File: config.mk
export PLATFORM = sky130hd
export DESIGN_NAME = tpio_ports
export DESIGN_NICKNAME = d
export VERILOG_FILES = /design/src/rtl/tpio_pkg.sv /design/src/rtl/tpio_ports.sv /design/src/rtl/tpio_sync.sv
export SDC_FILE = /design/constraint.sdc
export NUM_CORES = 1
export LEC_CHECK = 0
export ABC_CLOCK_PERIOD_IN_PS = 2100
export BUFFER_PORTS_ARGS = -buffer_cell sky130_fd_sc_hd__buf_2
export CAP_MARGIN = 20
export CORE_MARGIN = 10
export CORE_UTILIZATION = 60
export CTS_BUF_LIST = sky130_fd_sc_hd__clkbuf_8
export DETAILED_ROUTE_END_ITERATION = 16
export GPL_TIMING_DRIVEN = 0
export HOLD_SLACK_MARGIN = 0.12
export PLACE_DENSITY = 0.95
export SKIP_CTS_REPAIR_TIMING = 1
export SYNTH_ARGS = -nofsm -noshare
export SYNTH_HDL_FRONTEND = slang
export SYNTH_HIERARCHICAL = 1
export SYNTH_SLANG_ARGS = --single-unit
File: constraint.sdc
create_clock -name sys_clk -period 2.1 [get_ports sys_clk]
set_input_delay 0.21 -clock sys_clk [delete_from_list [all_inputs] [get_ports sys_clk]]
set_output_delay 0.21 -clock sys_clk [all_outputs]
set_load 0.05 [all_outputs]
File: src/rtl/tpio_pkg.sv
// Constants of the three-port general purpose I/O block
// Functional notes
// - Each line has its own direction bit: 0 input, 1 output.
// - Input line: data bit 0 enables pull-up, 1 leaves it off.
// - Direction 1 makes the line output driving the stored data bit.
// - Data register read returns pin levels for lines in input mode.
// - Port A lines 0-3 and port B lines 0-7 drive push-pull.
// - Port A lines 4-7 and port C lines 4-7 are open-drain only.
// - High-voltage open-drain lines never get a pull-up.
// - Port C lines 0-3 are open-drain, never driving high.
// - Reset clears all registers except port C line 2: output, data one.
// - Serial-shared port C pin output is serial signal ANDed with data bit.
// - Port C: 0 serial clock, 1 data, 3 enable, 4 power, 6 infrared.
// - Six port registers read and write like data-space locations.
// - Bit n of data and direction registers controls line n.
// - Port A lines 6 and 7 sink more current for LED driving.
package tpio_pkg;
  localparam logic [7:0] ADDR_DATA_A = 8'hC0;
  localparam logic [7:0] ADDR_DATA_B = 8'hC1;
  localparam logic [7:0] ADDR_DATA_C = 8'hC2;
  localparam logic [7:0] ADDR_DIR_A = 8'hC4;
  localparam logic [7:0] ADDR_DIR_B = 8'hC5;
  localparam logic [7:0] ADDR_DIR_C = 8'hC6;
  localparam logic [7:0] RST_LATCH_A = 8'h00;
  localparam logic [7:0] RST_LATCH_B = 8'h00;
  localparam logic [7:0] RST_LATCH_C = 8'h04;
  localparam logic [7:0] RST_DIR_A = 8'h00;
  localparam logic [7:0] RST_DIR_B = 8'h00;
  localparam logic [7:0] RST_DIR_C = 8'h04;
  // Per-port line capabilities, index 0 = port A
  localparam logic [2:0][7:0] PUSH_PULL_MASK = {8'h00, 8'hFF, 8'h0F};
  localparam logic [2:0][7:0] PULLUP_MASK = {8'h0F, 8'hFF, 8'h0F};
  localparam logic [7:0] STRONG_SINK_MASK_A = 8'hC0;
  localparam int SPI_CLK_LINE = 0;
  localparam int SPI_DATA_LINE = 1;
  localparam int SPI_EN_LINE = 3;
  localparam int POWER_LINE = 4;
  localparam int INFRARED_LINE = 6;
  // Pull-up enables right after reset: pull-up-capable input lines with data zero
  localparam logic [2:0][7:0] RST_PULL_EN = {8'h0B, 8'hFF, 8'h0F};
  localparam int SYNC_STAGES = 2;
endpackage

File: src/rtl/tpio_ports.sv
// Three 8-bit I/O ports with data-space registers and fixed drive types
`timescale 1ns/10ps
`default_nettype none
module tpio_ports
  import tpio_pkg::*;
#(
  parameter int LINES = 8
)
(
  input wire logic sys_clk,
  input wire logic rst_b,
  input wire logic [7:0] core_addr,
  input wire logic core_wr,
  input wire logic core_rd,
  input wire logic [7:0] core_wdata,
  output logic [7:0] core_rdata,
  input wire logic [7:0] pa_in,
  output logic [7:0] pa_out,
  output logic [7:0] pa_oe,
  output logic [7:0] pa_pull_en,
  output logic [1:0] pa_strong_sink,
  input wire logic [7:0] pb_in,
  output logic [7:0] pb_out,
  output logic [7:0] pb_oe,
  output logic [7:0] pb_pull_en,
  input wire logic [7:0] pc_in,
  output logic [7:0] pc_out,
  output logic [7:0] pc_oe,
  output logic [7:0] pc_pull_en,
  input wire logic spi_sclk,
  input wire logic spi_sda,
  input wire logic serial_enable_pin,
  output logic spi_sda_in,
  output logic spi_sclk_in,
  output logic power_event_input,
  output logic infrared_event_input
);
  typedef struct packed {
    logic [2:0][7:0] latch;
    logic [2:0][7:0] dir;
    logic [7:0] rd_data;
    logic [2:0][7:0] pin_out;
    logic [2:0][7:0] pin_oe;
    logic [2:0][7:0] pull_en;
    logic [1:0] strong_sink;
    logic sda_in;
    logic sclk_in;
    logic power_ev;
    logic ir_ev;
  } tpio_state_t;

  localparam tpio_state_t RST_STATE = '{
    latch: {RST_LATCH_C, RST_LATCH_B, RST_LATCH_A},
    dir: {RST_DIR_C, RST_DIR_B, RST_DIR_A},
    rd_data: 8'h00,
    pin_out: '0,
    pin_oe: '0,
    pull_en: RST_PULL_EN,
    strong_sink: 2'h0,
    sda_in: 1'b0,
    sclk_in: 1'b0,
    power_ev: 1'b0,
    ir_ev: 1'b0
  };

  tpio_state_t s;
  tpio_state_t next_s;
  logic [23:0] pin_sync_flat;
  logic [2:0][7:0] pin_sync;
  logic [2:0][7:0] line_out;
  logic [2:0][7:0] line_oe;
  logic [2:0][7:0] line_pull;
  logic [2:0][7:0] data_view;
  logic [7:0] spi_gate;

  if (LINES != 8)
  begin : g_bad_lines
    $error("tpio_ports supports exactly eight lines per port");
  end

  // High-voltage lines have no pull-up cell to switch on
  if (PULLUP_MASK[0][7:4] != 4'h0 || PULLUP_MASK[2][7:4] != 4'h0)
  begin : g_bad_masks
    $error("tpio_ports pull-up mask covers high-voltage lines");
  end

  tpio_sync #(
    .WIDTH(24)
  ) u_pin_sync (
    .sys_clk(sys_clk),
    .rst_b(rst_b),
    .async_in({pc_in, pb_in, pa_in}),
    .sync_out(pin_sync_flat)
  );

  assign pin_sync = pin_sync_flat;

  // Serial signals gate the shared lines, others pass the data bit
  always_comb
  begin
    spi_gate = 8'hFF;
    spi_gate[SPI_CLK_LINE] = spi_sclk;
    spi_gate[SPI_DATA_LINE] = spi_sda;
    spi_gate[SPI_EN_LINE] = serial_enable_pin;
  end

  // One drive cell per line; drive type is fixed by the capability masks
  for (genvar p = 0; p < 3; p++)
  begin : g_port
    for (genvar b = 0; b < 8; b++)
    begin : g_line
      logic value;
      // Wired AND of serial signal and data bit on port C
      assign value = (p == 2) ? (s.latch[p][b] & spi_gate[b]) : s.latch[p][b];
      // Push-pull drives both levels; open-drain only pulls low
      assign line_out[p][b] = PUSH_PULL_MASK[p][b] ? value : 1'b0;
      assign line_oe[p][b] = PUSH_PULL_MASK[p][b] ? s.dir[p][b] : (s.dir[p][b] & ~value);
      // Pull-up only on capable input lines with data zero
      assign line_pull[p][b] = PULLUP_MASK[p][b] & ~s.dir[p][b] & ~s.latch[p][b];
      // Input lines read the pin, output lines the stored bit
      assign data_view[p][b] = s.dir[p][b] ? s.latch[p][b] : pin_sync[p][b];
    end
  end

  always_comb
  begin
    next_s = s;
    if (core_wr)
    begin
      unique case (core_addr)
        ADDR_DATA_A: next_s.latch[0] = core_wdata;
        ADDR_DATA_B: next_s.latch[1] = core_wdata;
        ADDR_DATA_C: next_s.latch[2] = core_wdata;
        ADDR_DIR_A: next_s.dir[0] = core_wdata;
        ADDR_DIR_B: next_s.dir[1] = core_wdata;
        ADDR_DIR_C: next_s.dir[2] = core_wdata;
        default: ;
      endcase
    end
    if (core_rd)
    begin
      unique case (core_addr)
        ADDR_DATA_A: next_s.rd_data = data_view[0];
        ADDR_DATA_B: next_s.rd_data = data_view[1];
        ADDR_DATA_C: next_s.rd_data = data_view[2];
        ADDR_DIR_A: next_s.rd_data = s.dir[0];
        ADDR_DIR_B: next_s.rd_data = s.dir[1];
        ADDR_DIR_C: next_s.rd_data = s.dir[2];
        default: next_s.rd_data = 8'h00;
      endcase
    end
    next_s.pin_out = line_out;
    next_s.pin_oe = line_oe;
    next_s.pull_en = line_pull;
    // High-current sink only while the LED lines pull low
    next_s.strong_sink = line_oe[0][7:6] & STRONG_SINK_MASK_A[7:6];
    next_s.sda_in = pin_sync[2][SPI_DATA_LINE];
    next_s.sclk_in = pin_sync[2][SPI_CLK_LINE];
    // Event latches see the pin even if software left it as output
    next_s.power_ev = pin_sync[2][POWER_LINE];
    next_s.ir_ev = pin_sync[2][INFRARED_LINE];
  end

  always_ff @(posedge sys_clk or negedge rst_b)
  begin
    if (!rst_b)
    begin
      s <= RST_STATE;
    end
    else
    begin
      s <= next_s;
    end
  end

  assign core_rdata = s.rd_data;
  assign pa_out = s.pin_out[0];
  assign pa_oe = s.pin_oe[0];
  assign pa_pull_en = s.pull_en[0];
  assign pa_strong_sink = s.strong_sink;
  assign pb_out = s.pin_out[1];
  assign pb_oe = s.pin_oe[1];
  assign pb_pull_en = s.pull_en[1];
  assign pc_out = s.pin_out[2];
  assign pc_oe = s.pin_oe[2];
  assign pc_pull_en = s.pull_en[2];
  assign spi_sda_in = s.sda_in;
  assign spi_sclk_in = s.sclk_in;
  assign power_event_input = s.power_ev;
  assign infrared_event_input = s.ir_ev;

  logic boot_done;
  always_ff @(posedge sys_clk or negedge rst_b)
  begin
    if (!rst_b)
    begin
      boot_done <= 1'b0;
    end
    else
    begin
      boot_done <= 1'b1;
    end
  end
endmodule
`default_nettype wire

File: src/rtl/tpio_sync.sv
// Two-stage synchroniser for asynchronous pin levels
`timescale 1ns/10ps
`default_nettype none
module tpio_sync
  import tpio_pkg::*;
#(
  parameter int WIDTH = 24
)
(
  input wire logic sys_clk,
  input wire logic rst_b,
  input wire logic [WIDTH-1:0] async_in,
  output logic [WIDTH-1:0] sync_out
);
  typedef struct packed {
    logic [WIDTH-1:0] stage1;
    logic [WIDTH-1:0] stage2;
  } tpio_sync_state_t;

  tpio_sync_state_t s;
  tpio_sync_state_t next_s;

  if (WIDTH < 1)
  begin : g_bad_width
    $error("tpio_sync width must be at least one");
  end

  // First stage feeds only the second one
  always_comb
  begin
    next_s.stage1 = async_in;
    next_s.stage2 = s.stage1;
  end

  always_ff @(posedge sys_clk or negedge rst_b)
  begin
    if (!rst_b)
    begin
      s <= '0;
    end
    else
    begin
      s <= next_s;
    end
  end

  assign sync_out = s.stage2;
endmodule
`default_nettype wire

## Yosys cells after proc, flatten, opt, wreduce, memory -nomap -nowiden

Index checks and enable logic that the tools add are counted.
W data, S select, Z words.

| operators by class | value |
|---|---|
| eq/ne operators | 6 |
| mux-type cells | 25 |
| bitwise logic cells | 74 |
| reductions and logical operators | 6 |

Operator list:

| kind | number |
|---|---|
| $eq A8 B8 Y1 const B | 6 |
| $pmux W8 S6 | 1 |
| $not A1 Y1 | 43 |
| $and A1 B1 Y1 | 31 |
| $mux W1 | 24 |
| $reduce_and A2 Y1 | 6 |

| storage, ports and cells | value |
|---|---|
| register bits after elaboration | 162 |
| bits of input ports | 47 |
| output and inout port bits | 86 |
| logic and storage cells | 133 |

## Longest topological paths before layout

Gate-level depths: netlist of run 1.

| logic depth | value |
|---|---|
| depth after elaboration | 3 |
| mapped depth | 6 |

## Cells and area by module

Netlist of run 1, hierarchy kept.

Modules (own cells, without submodules):

| module | instances | cells an instance | area each (sq um) | seq. area each (sq um) |
|---|---|---|---|---|
| tpio_ports | 1 | 403 | 4987.3 | 2824.0 |
| tpio_sync | 1 | 48 | 1201.2 | 1201.2 |

## Worst setup path after synthesis of run 1

Ideal clock, no wire load.

| timing path | value |
|---|---|
| kind | input to register |
| from | input port core_addr[0] |
| to | register s, in the netlist g_port[2].g_line[4].value |
| library setup time | 125 ps |
| arrival time | 1512 ps |
| slack | 463 ps |
| cell stages on the path | 6 |
| path buffers | 2 |
| path through | buf_2 > nand2b_1 > nor4_2 > and3b_1 > buf_4 > mux2_2 |

| on the way | value |
|---|---|
| longest elaborated chain between the ends | 2 |

Ends and longest elaborated chain:

| item | line | source |
|---|---|---|
| start: declaration | tpio_ports.sv:12 | `input wire logic [7:0] core_addr,` |
| $eq A8 B8 Y1 | tpio_ports.sv:130 | `unique case (core_addr)` |
| $reduce_and A2 Y1 (no source line) | -- |  |
| end signal: assignment | tpio_ports.sv:172 | `s <= next_s;` |
| end: declaration | tpio_ports.sv:66 | `tpio_state_t s;` |

No other way between the ends.
A chain may end at the register's enable or synchronous reset.

## Worst setup path in the final report of run 1

| timing path | value |
|---|---|
| from | input port core_addr[3] |
| to | register s, in the netlist g_port[1].g_line[1].value |

Same word-level chain as after synthesis.

==> results.ini, run 1 <==
[run_status]
outcome=completed

[logic_synthesis]
yosys_warnings=6
synth_area_leaders=dfrtp_1 58%, buf_4 10%, mux2_2 8.7%
netlist_area_mm2=0.006188
synth_edf_count=0
avgSynthCellArea_um2=13.72
yosys.area.top_type=dfrtp_1
synthArstFlopShare=1.000
yosysTopAreaCellShare=0.5782
synth-seq-cells=160
syn_inst=451
synth_common_cells=143 x dfrtp_1, 83 x buf_4, 48 x mux2_2
yosysSeqAreaShare=0.6504
yosysMostFrequentCell=dfrtp_1
synth_ff_type=dfrtp_1
yosysUniqueCellTypes=38

[grt]
globalRouteOverflowTotal=0
antenna_found_initial=1
grt_pass1_wl_um=20740
grt_pass1_vias=4002
grt_max_degree=104
track_usage=0.1848

[cells_and_area]
postLayoutCoreUtil=0.7643
drive_gt1_frac=0.4692
nets=684
stdcell_count=788
n_fill_cell=625
synthToLayoutAreaGrowth_pct=25.78

[power]
design_power_total_w=0.006484
ir_worst_vdd_v=0.0006044
cellPowerDensity_mw_per_mm2=833.1
leakage_nw=4.016

[floorplan]
dieArea_mm2=0.01478
rows=37
die_w_um=121.6
fp.coreArea_mm2=0.01018
initial_core_util=0.6076
io-pin-count=133
die_y_um=121.6

[place]
post-place-cells=717
port_buffers=110
routabilityCongestion=0.8239
place_ws_ns=-0.08872
hpwl_um=9399

[clock_network]
cts.htree.levels=4
cts_tree=yes
clk_transition_reported_paths_ns=0.09
cts_sinks=160
root_buffer=clkbuf_8
worstSkewPairLatency_ns=0.44
cts_made_buffers=17
cts_buffer_depth=2

[min_path]
worstHoldStart=core_addr[5]
min_path_cells=4
hold_class=input port to flop
holdPathEnd=core_rdata[6]

[sta]
final_max_slew_viol_count=0
finalCritPeriodShare=0.8610
worst_pin_slew_ns=0.7295
fmax_mhz=553.1
holdWs_ns=0.1892
period_minus_slack_ns=1.808
finalHoldViolations=0
setup_slack_ns=0.2920
setup_viol_count_final=0
slew_headroom=0.5100
fin_skew_ns=0.009615
rsz0062_at_grt=false

[drt]
via_count=4051
viasPerCell=5.141
first_pass_iters=5
drt-wirelength-per-cell_um=18.69
routed_wl_um=14730
drc=0
drt_iter0_markers=308
ant_nets=0

[critical_path]
rr_startpoint=s[102]
critPathCaptureType=flop
crit_required_ns=2.43
path_max_fanout=9
worstPathArrival_ns=2.14
worst-r2r-setup-slack_ns=0.65
start_kind=input port
worst_r2r_path_depth=4
crit_type=input port to flop
regToRegEndpoint=core_rdata[0]

[flow_run]
maxCapViolations=0

==> critical path: stages <==
cell      delay [ns]
buf_2           0.11
nand3b_4        0.19
nor4_4          0.57
nand4b_2        0.58
mux2_2          0.48
==> cells in the final DEF (no fill, tap or decap), types with 4 or more instances in the layout <==
cell type / netlist / final
dfrtp_1: 143 / 143
buf_2: 2 / 111
buf_4: 83 / 83
mux2_2: 48 / 48
dlygate4sd3_1: 0 / 37
nor2_1: 31 / 31
conb_1: 1 / 20
clkbuf_8: 0 / 18
mux2i_1: 17 / 17
dfstp_2: 17 / 17
o21ai_0: 13 / 13
nor2b_1: 9 / 9
nand2_1: 9 / 9
inv_1: 8 / 8
clkinv_4: 0 / 7
nand2b_1: 6 / 6
a21oi_1: 6 / 6
clkbuf_1: 5 / 5
nor3b_1: 5 / 5
or3b_2: 5 / 5
inv_6: 0 / 5
nand3_1: 4 / 4
o31ai_1: 4 / 4
a31oi_1: 4 / 4
==> per-stage QoR <==
step	setup TNS (ns)	area (um^2)
5_1_grt	0	7781
6_report	0	7784
2_1_floorplan	0	6260
3_3_place_gp	-186.01	6980
3_5_place_dp	-0.9134	7014
4_1_cts	0	7408
==> logic make-up after synthesis <==
logic type             Yosys count  synth area share
multiplexers                    65            0.1148
flip-flops                     160            0.6504
buffers and inverters          100            0.1114
AO/OA/AOI/OAI                   43           0.04347
AND/OR/NAND/NOR                 82           0.07926
other                            1         0.0006060
==> routing by layer <==
layer,share of wire,track usage
met5,0,0
met4,0.035,0.07899
met3,0.080,0.06707
met2,0.52,0.3139
met1,0.37,0.2060
==> state kept, by name (all words and copies together) (netlist names), 7 cells and up <==
register / flops
u_pin_sync/next_s: 24
u_pin_sync/sync_out: 24
g_port.g_line.value: 21
s: 15
line_oe: 12
core_rdata: 8
pb_oe: 8
pb_out: 8
pb_pull_en: 8
pc_oe: 8
pa_oe: 7
==> worst max-delay path by stage <==
| stage | start | endpoint | slack, ns | cells after the start |
|---|---|---|---|---|
| finish | core_addr[3] | g_port[1].g_line[1].value | 0.29 | 5 |
| global placement | rst_b | u_pin_sync/next_s[14] | -1.26 | 1 |
| detailed placement | core_addr[3] | g_port[1].g_line[7].value | -0.09 | 5 |
| CTS | core_addr[3] | g_port[1].g_line[0].value | 0.36 | 5 |
| global route | core_addr[3] | g_port[1].g_line[1].value | 0.27 | 5 |
| floorplan | core_addr[0] | g_port[2].g_line[4].value | 0.46 | 6 |
==> layout make-up <==
type                    count  area (um^2)  area share
inverters                   8        30.03    0.003858
repair buffers            148        954.7      0.1226
well taps                 136        170.2     0.02186
clock buffers              18        247.7     0.03183
plain buffers              92        659.4     0.08471
clock inverters            14        146.4     0.01881
multi-input cells         210         1545      0.1985
flip-flops and latches    160         4025      0.5171
diodes                      2        5.005   0.0006430
==> report_power, final <==
group          internal (W)  leakage [nW]  switching, W  total [W]
Clock               0.00101         0.201       0.00121    0.00222
Combinational      0.000324          1.78      0.000593   0.000917
Sequential          0.00326          2.03     0.0000916    0.00335
Total               0.00459          4.02       0.00189    0.00648
Note: power is estimated with default switching activity, not from simulation.
==> run 2, diff against run 1 <==
- ABC_CLOCK_PERIOD_IN_PS: 2100 -> default
- CORE_UTILIZATION: 60 -> 56
- PLACE_DENSITY: 0.95 -> 0.9
- SYNTH_HIERARCHICAL: 1 -> default
- clock period: 2.1 -> 1.8 ns (I/O delays scaled with it)
==> results.ini, run 2 <==
[run_status]
outcome=completed

[place]
place_ws_ns=-0.3145  ; -0.2257 ns
routabilityCongestion=0.7952  ; -3.5%
port_buffers=110  ; unchanged
hpwl_um=9289  ; -1.2%

[critical_path]
path_max_fanout=7  ; -2
start_kind=input port
crit_required_ns=2.19  ; -0.24 ns
worst-r2r-setup-slack_ns=0.36  ; -0.29 ns
slowest_stage=nor3b_1
critPathMaxStageDelay_ns=0.91  ; +0.33 ns
crit_type=input port to flop
path_common_cell=buf_2
worstPathArrival_ns=2.05  ; -0.09 ns
path_cells=buf_2 > nand4bb_1 > buf_2 > nor3b_1 > o21ai_0 > nand3_1
critPathCaptureType=flop

[power]
leakage_nw=3.970  ; -1.1%
pwr-share-seq=0.523  ; +0.006
combPwrFrac=0.139  ; -0.002
sw_frac_of_total=0.2765  ; -0.01548
ir_worst_vdd_v=0.0006545  ; +8.3%
clockPowerShare=0.337  ; -0.005
internal_power_w=0.005392  ; +17%
p_sw_w=0.002061  ; +8.8%
cellPowerDensity_mw_per_mm2=959.3  ; +15%

[cells_and_area]
antenna_cells=0  ; -2
drive_gt1_frac=0.4799  ; +0.01071
final_cell_mix=143 x dfrtp_1, 112 x buf_2, 82 x buf_4
nets=682  ; -0.29%
final_common_cell=dfrtp_1
synthToLayoutAreaGrowth_pct=25.41
n_fill_cell=718  ; +15%

[logic_synthesis]
avgSynthCellArea_um2=13.77  ; +0.32%
synth_edf_count=0  ; unchanged
yosysTopAreaCellShare=0.5777  ; -0.0005840
synth_common_cells=143 x dfrtp_1, 82 x buf_4, 51 x mux2_2
syn_inst=450  ; -0.22%
yosysSeqAreaShare=0.6498  ; -0.0006569
yosys_warnings=0  ; -6
netlist_area_mm2=0.006195  ; +0.10%
yosysMostFrequentCell=dfrtp_1
synth-seq-cells=160  ; unchanged
synthArstFlopShare=1.000  ; unchanged
yosys.area.top_type=dfrtp_1
synth_area_leaders=dfrtp_1 58%, buf_4 9.9%, mux2_2 9.3%
synth_ff_type=dfrtp_1
yosysUniqueCellTypes=37  ; -2.6%

[drt]
met3_length_um=845  ; -28%
ant_nets=0  ; unchanged
drc=0  ; unchanged
first_pass_iters=4  ; -1
via_count=3833  ; -5.4%
drt-wirelength-per-cell_um=17.43  ; -6.7%
met2WireLength_um=7466  ; -1.8%
routed_wl_um=13740  ; -6.7%
met1_length_um=5033  ; -7.2%
topRoutingLayerUsed=met4
viasPerCell=4.864  ; -5.4%
drt_iter0_markers=287  ; -6.8%

[floorplan]
initial_core_util=0.5714  ; -0.03617
dieArea_mm2=0.01567  ; +6.0%
fp.coreArea_mm2=0.01084  ; +6.4%
rows=38  ; +2.7%
die_y_um=125.2  ; +3.0%
io-pin-count=133  ; unchanged
die_w_um=125.2  ; +3.0%

[flow_run]
maxCapViolations=0  ; unchanged

[sta]
holdWs_ns=0.1775  ; -0.01163 ns
fmax_mhz=603.7
finalCritPeriodShare=0.9202
setup_slack_ns=0.1436  ; -0.1483 ns
worst_pin_slew_ns=1.095  ; +0.3659 ns
period_minus_slack_ns=1.656
fin_skew_ns=0.006457  ; -0.003157 ns
finalHoldViolations=0  ; unchanged
final_max_slew_viol_count=0  ; unchanged
setup_viol_count_final=0  ; unchanged
rsz0062_at_grt=false
slew_headroom=0.2682  ; -0.2418

[clock_network]
cts_buffer_depth=2  ; unchanged
cts_tree=yes
root_buffer=clkbuf_8
cts_made_buffers=17  ; unchanged
cts.htree.levels=4  ; unchanged
cts_sinks=160  ; unchanged
clk_transition_reported_paths_ns=0.08  ; about the same
worstSkewPairLatency_ns=0.46  ; +0.02 ns

[min_path]
hold_class=input port to flop

[grt]
grt_max_degree=101  ; -2.9%
globalRouteOverflowTotal=0  ; unchanged
antenna_found_initial=0  ; -1
grt_pass1_vias=3957  ; -1.1%
grt_pass1_wl_um=20820  ; +0.40%
track_usage=0.1706  ; -0.01419

-- run 2: cell families (layout without fill, tap and decap cells) --
group,Yosys count,count (layout),share of synthesized area
other,1,20,0.0006054
muxes,65,65,0.1153
AOI/OAI and AO/OA,42,42,0.03919
buffers and inverters,94,273,0.1085
DFF,160,160,0.6498
and+or+nand+nor,88,88,0.08665
-- run 2: cell type report --
| type | count | area (um^2) | share of cell area |
|---|---|---|---|
| sequential | 160 | 4025 | 0.5181 |
| multi-input combinational | 215 | 1569 | 0.2020 |
| timing repair buffer | 147 | 944.7 | 0.1216 |
| buffer | 91 | 660.6 | 0.08504 |
| clock buffer | 17 | 234.0 | 0.03012 |
| tap | 140 | 175.2 | 0.02255 |
| clock inverter | 15 | 148.9 | 0.01917 |
| inverter | 3 | 11.26 | 0.001450 |
-- run 2: final timing paths --
check                                startpoint                endpoint  cells past startpoint
min in group asynchronous                 rst_b    u_pin_sync.next_s[1]                      2
min                                core_addr[1]           core_rdata[0]                      4
max reg2reg                          line_oe[1]           core_rdata[1]                      4
max in group asynchronous                 rst_b           pc_pull_en[3]                      3
min reg2reg                u_pin_sync.next_s[9]  u_pin_sync.sync_out[9]                      0
max                                core_addr[4]           core_rdata[3]                      6
-- run 2: per-stage QoR --
step	total power [W]	cell area (um^2)	setup TNS [ns]	cells	util
2_1_floorplan	0.004650	6266	0	469	-
5_1_grt	0.007737	7769	0	788	0.7166
3_3_place_gp	0.004902	6992	-235.91	719	0.6450
6_report	0.007453	7769	0	788	0.7166
3_5_place_dp	0.004947	7025	-3.565	720	0.6481
4_1_cts	0.007425	7408	0	752	0.6834
-- run 2: metal layers --
| metal | up-vias | track usage |
|---|---|---|
| met5 | - | 0 |
| met4 | 0 | 0.08469 |
| met3 | 34 | 0.05577 |
| met2 | 139 | 0.3011 |
| met1 | 1871 | 0.1788 |
| li1 | 1789 | - |
-- run 2: power groups by stage --
stage          Sequential, W  Clock, W  Combinational [W]
2_1_floorplan        0.00395         0           0.000697
3_3_place_gp         0.00396         0           0.000946
3_5_place_dp         0.00397         0           0.000978
4_1_cts              0.00390   0.00255           0.000981
5_1_grt              0.00392   0.00271            0.00110
6_report             0.00390   0.00251            0.00104
-- run 2: worst max-delay path, delay by kind of cell --
kind,cells,cell delay [ns]
AND/OR/NAND/NOR,3,1.27
buffers and inverters,2,0.30
AO/OA/AOI/OAI,1,0.30
==> run 3, diff against run 2 <==
- PLACE_DENSITY: 0.9 -> 0.93
==> results.ini, run 3 (synthesis gave the netlist of run 2 again) <==
[sta]
fin_skew_ns=0.01005  ; +0.003588 ns
holdWs_ns=0.2036  ; +0.02609 ns
setup_tns_ns=0  ; unchanged
finalHoldViolations=0  ; unchanged
final_max_slew_viol_count=0  ; unchanged
setup_slack_ns=0.2998  ; +0.1561 ns
fmax_mhz=666.6  ; +10%
rsz0062_at_grt=false
slew_headroom=0.4062  ; +0.1380
period_minus_slack_ns=1.500  ; -0.1561 ns
finalCritPeriodShare=0.8335  ; -0.08673
setup_viol_count_final=0  ; unchanged
worst_pin_slew_ns=0.8841  ; -0.2113 ns

[floorplan]
io-pin-count=133  ; unchanged
die_y_um=125.2  ; unchanged
die_w_um=125.2  ; unchanged
initial_core_util=0.5714  ; unchanged
rows=38  ; unchanged
fp.coreArea_mm2=0.01084  ; unchanged
dieArea_mm2=0.01567  ; unchanged

[critical_path]
regToRegEndpoint=core_rdata[1]
crit_family=flip-flops
crit_required_ns=1.62  ; -0.57 ns
critPathCaptureType=output pin
crit_type=flop to output pin
critPathMaxStageDelay_ns=0.53  ; -0.38 ns
rr_startpoint=line_oe[1]
path_cells=buf_4 > buf_2
worstPathArrival_ns=1.32  ; -0.73 ns
crit_cells=2  ; -4
start_kind=flop
slowest_stage=dfstp_2
worst-r2r-setup-slack_ns=0.35  ; about the same
path_max_fanout=1  ; -6
worst_r2r_path_depth=4  ; unchanged
crit_buf_inv=2  ; unchanged

[grt]
busiest_layer=met2
grt_pass1_wl_um=20700  ; -0.60%
grt_max_degree=110  ; +8.9%
grt.met2_usage=0.2962  ; -0.004937
globalRouteOverflowTotal=0  ; unchanged
track_usage=0.1685  ; -0.002111
use_met3=0.05196  ; -0.003802
grt_util_met1=0.1838  ; +0.005085
antenna_found_initial=1  ; +1
grt_pass1_vias=3984  ; +0.68%

[power]
ir_worst_vdd_v=0.0006123  ; -6.4%
cellPowerDensity_mw_per_mm2=1008  ; +5.1%
leakage_nw=4.018  ; +1.2%

[drt]
ant_nets=0  ; unchanged
routed_wl_um=13970  ; +1.7%
drc=0  ; unchanged
via_count=3906  ; +1.9%
first_pass_iters=5  ; +1
drt_iter0_markers=202  ; -30%
drt-wirelength-per-cell_um=17.68  ; +1.4%
viasPerCell=4.944  ; +1.6%

[clock_network]
root_buffer=clkbuf_8
cts_buffer_depth=2  ; unchanged
cts.htree.levels=4  ; unchanged
cts_made_buffers=17  ; unchanged
cts_sinks=160  ; unchanged
cts_tree=yes
clk_transition_reported_paths_ns=0.09  ; about the same
worstSkewPairLatency_ns=0.45  ; about the same

[flow_run]
maxCapViolations=0  ; unchanged

[place]
routabilityCongestion=0.8234  ; +3.5%
hpwl_um=9080  ; -2.3%
place_area_mm2=0.007025  ; unchanged
place_ws_ns=-0.3357  ; -0.02128 ns
port_buffers=110  ; unchanged

[min_path]
min_path_cells=4  ; unchanged
holdPathEnd=core_rdata[1]
worstHoldStart=core_addr[1]
hold_class=input port to flop

[run_status]
outcome=completed

[cells_and_area]
n_fill_cell=695  ; -3.2%
drive_gt1_frac=0.4838  ; +0.003883
synthToLayoutAreaGrowth_pct=26.64
final_common_cell=dfrtp_1
final_cell_mix=143 x dfrtp_1, 112 x buf_2, 82 x buf_4
postLayoutCoreUtil=0.7237  ; +0.007040
nets=683  ; +0.15%
design_area_mm2=0.007845  ; +0.98%

[run 3: changes by cell type in the layout (fill, tap and decap cells not counted), moves of 2 or more]
cell / previous run / this run
inv_6: 0 / 8
clkinv_4: 3 / 1
bufinv_16: 2 / 4
inv_1: 5 / 3
clkinv_2: 2 / 0
clkinvlp_4: 6 / 1
[run 3: per-stage QoR]
step	total power [W]	std cells
6_report	0.007910	790
5_1_grt	0.008185	790
4_1_cts	0.007847	752
3_5_place_dp	0.004944	720
3_3_place_gp	0.004900	719
2_1_floorplan	0.004650	469
[run 3: area by class of cell]
| class | count | area [um^2] | area share |
|---|---|---|---|
| Antenna cell | 1 | 2.502 | 0.0003190 |
| Buffer | 91 | 660.6 | 0.08421 |
| Clock buffer | 17 | 234.0 | 0.02982 |
| Clock inverter | 15 | 217.7 | 0.02775 |
| Inverter | 3 | 11.26 | 0.001435 |
| Multi-Input combinational cell | 215 | 1569 | 0.2000 |
| Sequential cell | 160 | 4025 | 0.5131 |
| Tap cell | 140 | 175.2 | 0.02233 |
| Timing Repair Buffer | 148 | 949.7 | 0.1211 |
[run 3: metal layers]
layer	part of all wire	routed length, um
met5	0	0
met4	0.029	399
met3	0.064	892
met2	0.53	7372
met1	0.38	5306
[run 3: report_power, final]
group | switching, W | internal, W
clock network | 0.00141 | 0.00156
logic | 0.000665 | 0.000376
registers | 0.000101 | 0.00380
total | 0.00218 | 0.00573
[run 3: how the worst max path moves through the flow]
stage                    endpoint  slack (ns)     startpoint
finish              pb_pull_en[1]        0.30  pb_pull_en[1]
global route        pb_pull_en[1]        0.24  pb_pull_en[1]
CTS                 core_rdata[3]        0.13   core_addr[4]
detailed placement  core_rdata[3]       -0.34   core_addr[4]
global placement         pb_oe[3]       -1.56          rst_b
floorplan                  s[103]        0.36   core_addr[4]
[run 3: worst register-to-register path, stage by stage, from the launching register on]
cell,delay (ns)
dfrtp_1,0.45
or3b_2,0.47
a21oi_1,0.16
o21ai_0,0.12
a31oi_1,0.18
